==> src/shared/media_cmd_cfg.svh <==
/*
 Register indices, field positions and reset values of the media command port.
 Assumes byte-wide registers; each index is placed at byte address index * 4.
*/
`ifndef MEDIA_CMD_CFG_SVH
`define MEDIA_CMD_CFG_SVH

`define IDX_COMMAND 14'h1020
`define IDX_OPTIONS 14'h1021
`define IDX_ADDR_LO 14'h1024
`define IDX_ADDR_HI 14'h1029
`define IDX_LEN_LO 14'h102c
`define IDX_LEN_HI 14'h102f
`define IDX_STATUS 14'h1030

`define CMD_PEND_BIT 7
`define CMD_TGT_HI 5
`define CMD_TGT_LO 3
`define CMD_OP_HI 2
`define CMD_OP_LO 0

`define OPT_BLK_HI 6
`define OPT_BLK_LO 4
`define OPT_UNIT_BIT 3
`define OPT_TYPE_HI 2
`define OPT_TYPE_LO 0

`define ADDR_BIT0_POS 7

`define CMD_RESET 8'h00
`define OPT_RESET 8'h00
`define ADDR_RESET 41'h000_0000_0000
`define LEN_RESET 32'h0000_0000

`define ST_AUTO 0
`define ST_READY_ONE 1
`define ST_READY_TWO 2
`define ST_BUSY 3
`define ST_WR_IN_AUTO 4
`define ST_BAD_TGT 5

`endif

==> src/shared/media_cmd_pkg.sv <==
/*
 Types of the media command port: field codes, the command bundle and issue states.
 Assumes nothing beyond a SystemVerilog compiler.
*/
package media_cmd_pkg;

   typedef enum logic [2:0] {
      TGT_CARD_ONE = 3'b011,
      TGT_CARD_TWO = 3'b100
   } target_e;

   typedef enum logic [2:0] {
      OP_NEW_READ = 3'b000,
      OP_CONT_READ = 3'b001,
      OP_NEW_WRITE = 3'b010,
      OP_CONT_WRITE = 3'b011,
      OP_MANUAL_READ = 3'b100,
      OP_MANUAL_WRITE = 3'b101
   } op_e;

   typedef enum logic [2:0] {
      BLK_256 = 3'b000,
      BLK_512 = 3'b001,
      BLK_1024 = 3'b010,
      BLK_2048 = 3'b011,
      BLK_4096 = 3'b100
   } blk_e;

   typedef enum logic {
      ISS_IDLE = 1'b0,
      ISS_WAIT = 1'b1
   } issue_state_e;

   typedef struct packed {
      logic [2:0] dev_select;
      logic [2:0] command;
      logic [2:0] block_size;
      logic unit_index_bit;
      logic [2:0] dev_options;
      logic [31:0] byte_count_field;
      logic [40:0] start_addr;
   } cmd_fields_s;

endpackage

==> src/rtl/cmd_port_issue.sv <==
/*
 Offers a pending command to the selected card controller and reports acceptance.
 Assumes acknowledges come from logic on mclk; a reserved target is accepted at once.
*/
module cmd_port_issue (
   input wire logic mclk,
   input wire logic resetn,
   input wire logic pending,
   input wire logic [2:0] target,
   input wire logic ack_one,
   input wire logic ack_two,
   output logic valid_one,
   output logic valid_two,
   output logic accepted,
   output logic bad_target
);
   import media_cmd_pkg::*;

   issue_state_e state_r;
   issue_state_e state_nxt;
   logic pick_one;
   logic pick_two;
   logic acked;

   assign pick_one = (target == TGT_CARD_ONE);
   assign pick_two = (target == TGT_CARD_TWO);
   assign acked = (valid_one & ack_one) | (valid_two & ack_two);
   // reserved codes
   assign bad_target = (state_r == ISS_IDLE) & pending & ~pick_one & ~pick_two;
   // ack is acceptance
   assign accepted = ((state_r == ISS_WAIT) & acked) | bad_target;

   always_comb begin
      state_nxt = state_r;
      unique case (state_r)
         ISS_IDLE: begin
            if (pending && (pick_one || pick_two)) begin
               state_nxt = ISS_WAIT;
            end
         end
         ISS_WAIT: begin
            if (acked) begin
               state_nxt = ISS_IDLE;
            end
         end
      endcase
   end

   always_ff @(posedge mclk or negedge resetn) begin
      if (!resetn) begin
         state_r <= ISS_IDLE;
         valid_one <= 1'b0;
         valid_two <= 1'b0;
      end else begin
         state_r <= state_nxt;
         // strobe to selected
         valid_one <= (state_nxt == ISS_WAIT) & ((state_r == ISS_WAIT) ? valid_one : pick_one);
         valid_two <= (state_nxt == ISS_WAIT) & ((state_r == ISS_WAIT) ? valid_two : pick_two);
      end
   end

endmodule // cmd_port_issue

==> src/rtl/media_command_port_regs.sv <==
/*
 Register bank of the media command port, an APB slave, plus the command hand-off
 to two card controllers and the load path from the automatic sequencer.
 Assumes APB master, sequencer and controllers all run on mclk.
*/
// Summary of operation
// Processor and sequencer both load the port; manual writes drive it when sequencer is off.
// Software leaves the port alone while the sequencer runs.
// Processor sets pending bit 7; hardware clears it once the command is accepted.
// In automatic mode the sequencer, not the processor, drives the pending flag.
// Target field 5:3 picks controller: 011 card one, 100 card two, others reserved.
// Sequencer overwrites target field from the active unit's descriptor.
// Command field 2:0: new/continue read and write, manual read and write.
// Sequencer overwrites the command field from the current storage command.
// Software loads options, length and address before writing the command register.
// Block size field 6:4 codes 256 up to 4096 bytes; others reserved.
// Sequencer overwrites the block size from the second unit descriptor.
// Options bit 3 picks the unit; sequencer overwrites it from the descriptor.
// Options 2:0 give device type and control path; sequencer overwrites them.
// Transfer length is a 32-bit byte count.
// Sequencer overwrites the transfer length from the command wrapper.
// Start address is a 41-bit byte address.
// Address bytes 1024..1027 hold bits 16:9 up to 40:33, 1029 bits 8:1, 1028 bit 0.
// Sequencer overwrites the start address with the block address.
// Selected controller reports ready or busy back over the port.
// Reserved command and option bits read zero and ignore writes.
// Pending command is strobed to the selected controller; its acknowledge means accepted.
`include "media_cmd_cfg.svh"

module media_command_port_regs #(
   parameter int ADDR_W = 16
) (
   input wire logic mclk,
   input wire logic resetn,
   input wire logic psel,
   input wire logic penable,
   input wire logic pwrite,
   input wire logic [ADDR_W-1:0] paddr,
   input wire logic [31:0] pwdata,
   output logic [31:0] prdata,
   output logic pready,
   output logic pslverr,
   input wire logic seq_active,
   input wire logic seq_load,
   input wire media_cmd_pkg::cmd_fields_s seq_fields,
   output media_cmd_pkg::cmd_fields_s port_fields,
   output logic valid_one,
   output logic valid_two,
   input wire logic ack_one,
   input wire logic ack_two,
   input wire logic ready_one,
   input wire logic ready_two,
   output logic media_ready
);
   import media_cmd_pkg::*;

   // Stored fields
   logic pend_r;
   logic [2:0] tgt_r;
   logic [2:0] op_r;
   logic [2:0] blk_r;
   logic unit_r;
   logic [2:0] type_r;
   logic [40:0] addr_r;
   logic [31:0] len_r;
   logic wr_in_auto_r;
   logic bad_tgt_r;
   logic pready_r;
   logic pslverr_r;
   logic [31:0] prdata_r;
   logic media_ready_r;

   // Next values
   logic pend_nxt;
   logic [2:0] tgt_nxt;
   logic [2:0] op_nxt;
   logic [2:0] blk_nxt;
   logic unit_nxt;
   logic [2:0] type_nxt;
   logic [40:0] addr_nxt;
   logic [31:0] len_nxt;
   logic [47:0] addr_view;
   logic [47:0] view_nxt;

   // Bus decode
   logic [13:0] idx;
   logic aligned;
   logic hit_cmd;
   logic hit_opt;
   logic hit_addr;
   logic hit_len;
   logic hit_stat;
   logic mapped;
   logic acc;
   logic commit;
   logic wr_commit;
   logic man_wr;
   logic wr_cmd;
   logic wr_opt;
   logic wr_stat;
   logic [2:0] addr_k;
   logic [1:0] len_k;
   logic [5:0] wr_addr_b;
   logic [3:0] wr_len_b;
   logic seq_ld;

   // Read path
   logic [7:0] cmd_byte;
   logic [7:0] opt_byte;
   logic [7:0] stat_byte;
   logic [7:0] addr_byte;
   logic [7:0] len_byte;
   logic [7:0] rd_byte;

   // Issue path
   logic accepted;
   logic bad_target;
   logic pend_set;
   logic pend_clr_sw;
   logic acc_open;
   logic rd_open;
   logic stat_clr_auto;
   logic stat_clr_tgt;
   logic sel_ready;
   logic addr_in_view;

   // Reset images of the two byte registers
   localparam logic [7:0] CMD_RST = `CMD_RESET;
   localparam logic [7:0] OPT_RST = `OPT_RESET;

   // Byte registers sit one per word; paddr[1:0] must be zero
   assign idx = paddr[15:2];
   assign aligned = (paddr[1:0] == 2'b00);
   assign hit_cmd = aligned & (idx == `IDX_COMMAND);
   assign hit_opt = aligned & (idx == `IDX_OPTIONS);
   assign hit_addr = aligned & (idx >= `IDX_ADDR_LO) & (idx <= `IDX_ADDR_HI);
   assign hit_len = aligned & (idx >= `IDX_LEN_LO) & (idx <= `IDX_LEN_HI);
   assign hit_stat = aligned & (idx == `IDX_STATUS);
   assign mapped = hit_cmd | hit_opt | hit_addr | hit_len | hit_stat;
   assign addr_k = 3'(idx - `IDX_ADDR_LO);
   assign len_k = 2'(idx - `IDX_LEN_LO);

   // Access phase: pready one cycle after it opens; writes land when pready is seen
   assign acc = psel & penable;
   assign acc_open = acc & ~pready_r;
   assign rd_open = acc_open & ~pwrite;
   assign commit = acc & pready_r;
   assign wr_commit = commit & pwrite & mapped;

   // writes refused in auto, except status register writes
   assign man_wr = wr_commit & ~seq_active;
   // processor path
   assign wr_cmd = man_wr & hit_cmd;
   assign wr_opt = man_wr & hit_opt;
   assign wr_stat = wr_commit & hit_stat;
   // sequencer load
   assign seq_ld = seq_active & seq_load;

   // pending source
   assign pend_set = seq_active ? seq_ld : (wr_cmd & pwdata[`CMD_PEND_BIT]);
   // A zero written to the pending bit clears it; an offer already strobed stays until acknowledged
   assign pend_clr_sw = wr_cmd & ~pwdata[`CMD_PEND_BIT];
   // set wins over clear
   assign pend_nxt = pend_set | (pend_r & ~accepted & ~pend_clr_sw);

   // target field
   assign tgt_nxt = seq_ld ? seq_fields.dev_select :
                    wr_cmd ? pwdata[`CMD_TGT_HI:`CMD_TGT_LO] : tgt_r;
   // command field
   assign op_nxt = seq_ld ? seq_fields.command :
                   wr_cmd ? pwdata[`CMD_OP_HI:`CMD_OP_LO] : op_r;
   // block size
   assign blk_nxt = seq_ld ? seq_fields.block_size :
                    wr_opt ? pwdata[`OPT_BLK_HI:`OPT_BLK_LO] : blk_r;
   // unit bit
   assign unit_nxt = seq_ld ? seq_fields.unit_index_bit :
                     wr_opt ? pwdata[`OPT_UNIT_BIT] : unit_r;
   // device type
   assign type_nxt = seq_ld ? seq_fields.dev_options :
                     wr_opt ? pwdata[`OPT_TYPE_HI:`OPT_TYPE_LO] : type_r;

   // byte view of address
   assign addr_view = {addr_r[8:1], addr_r[0], 7'h00, addr_r[40:9]};

   // Address bytes follow the register map order
   genvar k;
   generate
      for (k = 0; k < 6; k = k + 1) begin : g_addr
         assign wr_addr_b[k] = man_wr & hit_addr & (addr_k == 3'(k));
         assign view_nxt[8*k +: 8] = wr_addr_b[k] ? pwdata[7:0] : addr_view[8*k +: 8];
      end
      for (k = 0; k < 4; k = k + 1) begin : g_len
         assign wr_len_b[k] = man_wr & hit_len & (len_k == 2'(k));
         // length bytes
         assign len_nxt[8*k +: 8] = seq_ld ? seq_fields.byte_count_field[8*k +: 8] :
                                    wr_len_b[k] ? pwdata[7:0] : len_r[8*k +: 8];
      end
   endgenerate

   // address load
   assign addr_nxt = seq_ld ? seq_fields.start_addr :
                     {view_nxt[31:0], view_nxt[47:40], view_nxt[32 + `ADDR_BIT0_POS]};

   // reserved bits zero
   assign cmd_byte = {pend_r, 1'b0, tgt_r, op_r};
   assign opt_byte = {1'b0, blk_r, unit_r, type_r};
   // ready and busy
   assign stat_byte = {2'b00, bad_tgt_r, wr_in_auto_r, pend_r, ready_two, ready_one, seq_active};
   // Only six address bytes exist; the guard keeps the select inside the view
   assign addr_in_view = (addr_k <= 3'h5);
   assign addr_byte = addr_in_view ? addr_view[{addr_k, 3'b000} +: 8] : 8'h00;
   assign len_byte = len_r[{len_k, 3'b000} +: 8];
   // Unmapped reads return zero; pslverr flags them
   assign rd_byte = hit_cmd ? cmd_byte :
                    hit_opt ? opt_byte :
                    hit_addr ? addr_byte :
                    hit_len ? len_byte :
                    hit_stat ? stat_byte : 8'h00;

   cmd_port_issue u_issue (
      .mclk(mclk),
      .resetn(resetn),
      .pending(pend_r),
      .target(tgt_r),
      .ack_one(ack_one),
      .ack_two(ack_two),
      .valid_one(valid_one),
      .valid_two(valid_two),
      .accepted(accepted),
      .bad_target(bad_target)
   );

   // fields presented
   // Fields are not frozen while offered; software must not change them then
   assign port_fields = '{
      dev_select: tgt_r,
      command: op_r,
      block_size: blk_r,
      unit_index_bit: unit_r,
      dev_options: type_r,
      byte_count_field: len_r,
      start_addr: addr_r
   };

   assign prdata = prdata_r;
   assign pready = pready_r;
   assign pslverr = pslverr_r;
   assign media_ready = media_ready_r;

   // Command byte
   always_ff @(posedge mclk or negedge resetn) begin
      if (!resetn) begin
         pend_r <= CMD_RST[`CMD_PEND_BIT];
         tgt_r <= CMD_RST[`CMD_TGT_HI:`CMD_TGT_LO];
         op_r <= CMD_RST[`CMD_OP_HI:`CMD_OP_LO];
      end else begin
         pend_r <= pend_nxt;
         tgt_r <= tgt_nxt;
         op_r <= op_nxt;
      end
   end

   // Options byte
   always_ff @(posedge mclk or negedge resetn) begin
      if (!resetn) begin
         blk_r <= OPT_RST[`OPT_BLK_HI:`OPT_BLK_LO];
         unit_r <= OPT_RST[`OPT_UNIT_BIT];
         type_r <= OPT_RST[`OPT_TYPE_HI:`OPT_TYPE_LO];
      end else begin
         blk_r <= blk_nxt;
         unit_r <= unit_nxt;
         type_r <= type_nxt;
      end
   end

   always_ff @(posedge mclk or negedge resetn) begin
      if (!resetn) begin
         addr_r <= `ADDR_RESET;
      end else begin
         addr_r <= addr_nxt;
      end
   end

   always_ff @(posedge mclk or negedge resetn) begin
      if (!resetn) begin
         len_r <= `LEN_RESET;
      end else begin
         len_r <= len_nxt;
      end
   end

   assign stat_clr_auto = wr_stat & pwdata[`ST_WR_IN_AUTO];
   assign stat_clr_tgt = wr_stat & pwdata[`ST_BAD_TGT];

   // Sticky flags: hardware set wins over write-one-to-clear
   always_ff @(posedge mclk or negedge resetn) begin
      if (!resetn) begin
         wr_in_auto_r <= 1'b0;
      end else begin
         wr_in_auto_r <= (wr_commit & seq_active & ~hit_stat) | (wr_in_auto_r & ~stat_clr_auto);
      end
   end

   always_ff @(posedge mclk or negedge resetn) begin
      if (!resetn) begin
         bad_tgt_r <= 1'b0;
      end else begin
         bad_tgt_r <= bad_target | (bad_tgt_r & ~stat_clr_tgt);
      end
   end

   always_ff @(posedge mclk or negedge resetn) begin
      if (!resetn) begin
         pready_r <= 1'b0;
         pslverr_r <= 1'b0;
      end else begin
         pready_r <= acc_open;
         pslverr_r <= acc_open & ~mapped;
      end
   end

   // Read data stands only in the cycle that pready does
   always_ff @(posedge mclk or negedge resetn) begin
      if (!resetn) begin
         prdata_r <= 32'h0000_0000;
      end else begin
         prdata_r <= rd_open ? {24'h00_0000, rd_byte} : 32'h0000_0000;
      end
   end

   // A reserved target reports busy
   assign sel_ready = (tgt_r == TGT_CARD_ONE) ? ready_one :
                      (tgt_r == TGT_CARD_TWO) ? ready_two : 1'b0;

   // selected controller ready
   always_ff @(posedge mclk or negedge resetn) begin
      if (!resetn) begin
         media_ready_r <= 1'b0;
      end else begin
         media_ready_r <= sel_ready;
      end
   end

endmodule // media_command_port_regs

==> config.mk <==
export PLATFORM = sky130hd
export DESIGN_NAME = media_command_port_regs
export DESIGN_NICKNAME = d
export VERILOG_FILES = /design/src/shared/media_cmd_pkg.sv /design/src/rtl/cmd_port_issue.sv /design/src/rtl/media_command_port_regs.sv
export VERILOG_INCLUDE_DIRS = /design/src /design/src/shared
export SDC_FILE = /design/constraint.sdc
export NUM_CORES = 1
export LEC_CHECK = 0
export ABC_AREA = 0
export BUFFER_PORTS_ARGS = -buffer_cell sky130_fd_sc_hd__buf_2
export CAP_MARGIN = 5
export CORE_UTILIZATION = 40
export DETAILED_ROUTE_END_ITERATION = 10
export PLACE_DENSITY = 0.73
export SETUP_SLACK_MARGIN = 0.2
export SLEW_MARGIN = 10
export SYNTH_ARGS = -nofsm -noshare
export SYNTH_HDL_FRONTEND = slang
export SYNTH_SLANG_ARGS = --single-unit
==> constraint.sdc <==
create_clock -name mclk -period 4.3 [get_ports mclk]
set_input_delay 0.43 -clock mclk [delete_from_list [all_inputs] [get_ports mclk]]
set_output_delay 0.43 -clock mclk [all_outputs]
set_load 0.05 [all_outputs]
==> results.toml, run 1 <==
[critical_path]
critPathBufInv = 1
cp-start-kind = "input port"
endpoint_kind = "flop"
path_cells = "buf_2 > nor4_4 > nand3_1 > a2111oi_4 > mux2i_1 > a21oi_1"
worstPathRequired_ps = 4490
path_class = "in -> reg"
cpPeakStageDelay_ps = 940
crit_arrival_ps = 2820
r2r_cells = 5
path_delay_family = "compound AO/OA/AOI/OAI gates"
crit_fanout = 12
cpMaxStageDelayCell = "a2111oi_4"
cp.depth = 6

[placed_design]
dp_hpwl_um = 13800
place_inst = 975
portBuffers = 219
place_congestion = 0.844

[cts]
htree_levels = 3
post_cts_resized = 0
post_cts_buffers = 0
cts.sinks = 103
clock_latency_ps = 360
cts_buffers = 9
clockBufferDepth = 2
cts_hold_buf = 0
cts_tree = "done"
clk_pin_slew_ps = 70
cts_root_buffer = "clkbuf_16"

[synthesis]
synthFlopType = "dfrtp_1"
synth_area_mm2 = 0.00584
ys_types = 53
synth-seq-area-share_pct = 44.1
synth_seq_cells = 103
synthArstFlopShare_pct = 100
avgSynthCellArea_um2 = 9.56
synthCells = 611
synth_edf_count = 0
synth_warnings = 0

[grt]
globalRoute.busiestLayer = "met2"
grt_pass1_wl_um = 29000
use_met3_pct = 5.34
overflow = 0
use_met2_pct = 43.3
antenna_found_initial = 1
grt_pass1_vias = 5147
track_usage_pct = 26.0
met1_usage_pct = 33.8
grt_start_max_net_pins = 103

[die]
io_pins = 268
dieHeight_um = 123
dieWidth_um = 123
rows = 43
initial_core_util_pct = 41.6
coreArea_mm2 = 0.0140
die_area_mm2 = 0.0151

[power]
p_switching_mw = 1.22
power_mw = 2.99
seqPwrFrac_pct = 39.8
peakVddDrop_v = 0.000306
internal_power_mw = 1.77
p_per_area_mw_per_mm2 = 413
leakagePower_nw = 3.35
clkPwrFrac_pct = 26.9
swShare_pct = 40.8
comb_power_share_pct = 33.2

[sta]
tightest_slew_ps = 1040
slew-limit-headroom_pct = 29.8
fin_skew_ps = 8.26
hold_violations = 0
min_period_over_period_pct = 61.0
timing.fmax_mhz = 381
fin_crit_ps = 2620
setup_violations = 0
rsz0062_at_grt = "false"
fin_tns_setup_ps = 0
final_max_slew_viol_count = 0

[detailed_routing]
drc = 0
avgRoutedWirePerCell_um = 19.2
first_iter_violations = 344
vias = 5443
drtAntennaViolNets = 0
wl_um = 19000
drt_first_pass_iters = 5
vias_per_cell = 5.49

[cells_and_area]
final_cells = 992
synthToLayoutAreaGrowth_pct = 23.9
drive_gt1_share_pct = 32.8
nNetsFinal = 951
fillers = 1352

[min_path]
min_path_type = "in -> async"

[job]
max_cap_violations = 0

[outcome]
status = "completed"
## metal layers
metal  part of all wire, %  vias up
met5                     0        -
met2                    49      256
li1                      -     2565
met3                   7.1       26
met1                    42     2596
met4                   1.9        0
## state kept, by name (all words and copies together), names as in the netlist, 3 cells and up
name and count:
blk_r 3, addr_r 41, prdata 8, tgt_r 3, op_r 3, len_r 32, type_r 3
## cells in the mapped netlist, drive strengths merged, types with 2 or more instances
library cell  instances  share of area [%]
a21oi               104                8.9
dfrtp               103                 44
nor2                 75                4.9
mux2i                65                 11
nand2                49                3.1
buf                  37                4.2
o21ai                34                3.1
clkbuf               26                1.7
a31oi                18                1.9
nand3                14                1.4
and2                 11                1.2
mux4                 11                4.2
a211oi                7               0.90
a2111oi               5                1.7
nor3                  5               0.43
o2bb2ai               5               0.75
a22o                  3               0.45
and2b                 3               0.41
and3                  3               0.32
and4                  3               0.45
nand2b                3               0.32
nor4                  3               0.58
a31o                  2               0.30
inv                   2               0.13
nor3b                 2               0.45
nor4b                 2               0.41
o2111ai               2               0.51
## cells by family after synthesis
family          Yosys count  share of synthesized area [%]
simple gates            180                           15.0
other cells               1                         0.0642
compound gates          186                           19.4
flops                   103                           44.1
buf+inv                  65                           6.04
mux                      76                           15.4
## final cells by class
type                       instances  area (um2)  area share [%]
antenna                            1        2.50          0.0346
clock buffer                      12         256            3.54
clock inverter                     4        27.5           0.380
inverter                           2        7.51           0.104
multi-input combinational        466        3000            41.5
sequential                       103        2580            35.6
tap                              180         225            3.11
timing repair buffer             224        1140            15.7
## final timing paths
check,endpoint,slack [ps],from
worst max register to register,addr_r[38]$_DFFE_PN0P_,1840,pready$_DFF_PN0_
min in group mclk,addr_r[3]$_DFFE_PN0P_,320,seq_fields[3]
worst max-delay path,addr_r[38]$_DFFE_PN0P_,1680,paddr[1]
worst min register to register,len_r[19]$_DFFE_PN0P_,490,len_r[19]$_DFFE_PN0P_
max in group asynchronous,addr_r[9]$_DFFE_PN0P_,3100,resetn
worst min-delay path,len_r[24]$_DFFE_PN0P_,200,resetn
## per-stage QoR
step                hold WS, ps  util (%)  cell area, um2  setup WS, ps
floorplan                   134         -            5930          2060
global placement            479      49.5            6950          1320
detailed placement          482      49.5            6950          1280
CTS                         246      51.5            7230          1660
global route                268      51.5            7240          1490
finish                      196      51.5            7240          1680
## layout by cell type, fill, tap and decap left out, types with 3 or more instances in the layout
cell	instances
o21ai_0	32
and2_1	10
clkbuf_16	9
a22o_1	3
nor3_1	5
mux4_2	11
buf_4	6
o2bb2ai_1	5
nand3_1	13
a2111oi_4	3
nor2_1	74
a21oi_1	104
nand2b_1	3
a211oi_1	7
conb_1	24
nand2_1	48
a31oi_1	18
mux2i_1	65
and3_1	3
dfrtp_1	103
and4_1	3
buf_2	218
## worst register-to-register path, stage by stage, from the launching register on
cell and delay, ps:
dfrtp_1 420, and4_1 440, nand3_4 140, a2111oi_4 940
mux2i_1 270, a21oi_1 90
## power by group through the flow
stage | logic (mW) | clock network [mW] | registers (mW)
6_report | 0.994 | 0.806 | 1.19
5_1_grt | 1.06 | 0.857 | 1.21
4_1_cts | 0.997 | 0.816 | 1.19
3_5_place_dp | 0.996 | 0 | 1.21
3_3_place_gp | 0.988 | 0 | 1.20
2_1_floorplan | 0.335 | 0 | 1.58
Power figures use the tool's default switching activity.
==> inputs of run 2 (changes only) <==
- clock period: 4.3 -> 2.5 ns (I/O delays scaled with it)
==> results.toml, run 2 (synthesized netlist as in run 1, its figures left out) <==
[outcome]
status = "completed"

[cells_and_area]
largest-register = "addr_r"
utilization_pct = 52.7
drive_gt1_share_pct = 34.1
layout_commonest_cell = "buf_2"
synthToLayoutAreaGrowth_pct = 26.8
final_cell_mix = "buf_2 (218), a21oi_1 (104), dfrtp_1 (103)"
design_area_mm2 = 0.00740
nNetsFinal = 969
largest_register_ffs = 41

[power]
swShare_pct = 40.2
seqPwrFrac_pct = 39.1
internal_power_mw = 3.12
clkPwrFrac_pct = 27.8
comb_power_share_pct = 33.1
leakagePower_nw = 3.45
peakVddDrop_v = 0.000514
p_per_area_mw_per_mm2 = 706
p_switching_mw = 2.10

[detailed_routing]
drt_first_pass_iters = 5
vias = 5515
avgRoutedWirePerCell_um = 19.1
first_iter_violations = 310
drc = 0
drtAntennaViolNets = 0
vias_per_cell = 5.46
wl_um = 19300

[sta]
fin_tns_setup_ps = 0
timing.fmax_mhz = 470
setup_violations = 0
hold_violations = 0
slew-limit-headroom_pct = 46.9
worst_slack_ps = 374
whs_ps = 134
tightest_slew_ps = 796
min_period_over_period_pct = 85.1
rsz0062_at_grt = "false"
fin_skew_ps = 6.51
fin_crit_ps = 2130
final_max_slew_viol_count = 0

[grt]
use_met2_pct = 43.0
globalRoute.busiestLayer = "met2"
met1_usage_pct = 33.7
grt_pass1_vias = 5175
antenna_found_initial = 1
grt_pass1_wl_um = 28900
grt_start_max_net_pins = 64
overflow = 0
track_usage_pct = 26.2
use_met3_pct = 5.58

[critical_path]
crit_arrival_ps = 2360
path_cells = "and4_1 > nand2_1 > a2111oi_0 > mux2i_1 > a21oi_1"
cpMaxStageDelayCell = "a2111oi_0"
endpoint_kind = "flop"
crit_fanout = 7
path_class = "reg -> reg"
path_delay_family = "compound AO/OA/AOI/OAI gates"
worstPathRequired_ps = 2730
cp-start-kind = "flop"
cpPeakStageDelay_ps = 630
critPathBufInv = 0

[die]
rows = 43
die_area_mm2 = 0.0151
dieWidth_um = 123
coreArea_mm2 = 0.0140
initial_core_util_pct = 41.6
io_pins = 268
dieHeight_um = 123

[cts]
cts_root_buffer = "clkbuf_16"
post_cts_resized = 0
clockBufferDepth = 2
htree_levels = 3
clock_latency_ps = 360
clk_pin_slew_ps = 70
cts_tree = "done"
cts_buffers = 9
cts.sinks = 103

[min_path]
min_path_type = "in -> reg"

[job]
max_cap_violations = 0

[placed_design]
place_congestion = 0.878
dp_hpwl_um = 14500
pre_cts_ws_ps = 345
portBuffers = 219
dpl-instance-area_mm2 = 0.00709
[run 2: worst paths after layout]
check | cells past startpoint | from | endpoint | slack (ps)
max | 5 | pready$_DFF_PN0_ | addr_r[0]$_DFFE_PN0P_ | 370
min | 3 | seq_fields[27] | addr_r[27]$_DFFE_PN0P_ | 130
max reg2reg | 5 | pready$_DFF_PN0_ | addr_r[0]$_DFFE_PN0P_ | 370
min reg2reg | 2 | len_r[19]$_DFFE_PN0P_ | len_r[19]$_DFFE_PN0P_ | 500
max in group asynchronous | 3 | resetn | unit_r$_DFFE_PN0P_ | 1350
min in group asynchronous | 2 | resetn | addr_r[39]$_DFFE_PN0P_ | 420
[run 2: power groups by stage]
stage | logic (mW) | clock network [mW] | registers, mW
finish | 1.73 | 1.45 | 2.05
global route | 1.84 | 1.53 | 2.07
floorplan | 0.576 | 0 | 2.71
global placement | 1.71 | 0 | 2.07
CTS | 1.74 | 1.46 | 2.05
detailed placement | 1.73 | 0 | 2.08
[run 2: repair_timing]
action	4_1_cts	5_1_grt
buffers inserted	0	0
endpoints found under the hold margin	40	0
hold buffers	1	0
[run 2: worst register-to-register path: cells and delay by family (launching register included)]
kind / cells / cell delay, ps
compound gates: 2 / 710
flops: 1 / 420
mux: 1 / 260
simple gates: 2 / 620
[run 2: per-layer routing]
| metal | vias up | routed length [um] |
|---|---|---|
| met2 | 251 | 9440 |
| li1 | 2590 | - |
| met3 | 35 | 1270 |
| met5 | - | 0 |
| met1 | 2639 | 8110 |
| met4 | 0 | 492 |
[run 2: stage by stage]
step	total power [mW]	cells
after global placement	3.78	992
after floorplan	3.29	634
after global routing	5.44	1010
final	5.23	1010
after CTS	5.25	1009
after detailed placement	3.81	992
[run 2: area by class of cell]
| class | count | area (um2) |
|---|---|---|
| inverters | 2 | 7.51 |
| clock buffers | 11 | 243 |
| fillers | 1349 | 6640 |
| flip-flops and latches | 103 | 2580 |
| multi-input cells | 466 | 3000 |
| clock inverters | 5 | 57.6 |
| repair buffers | 242 | 1290 |
| diodes | 1 | 2.50 |
| well taps | 180 | 225 |
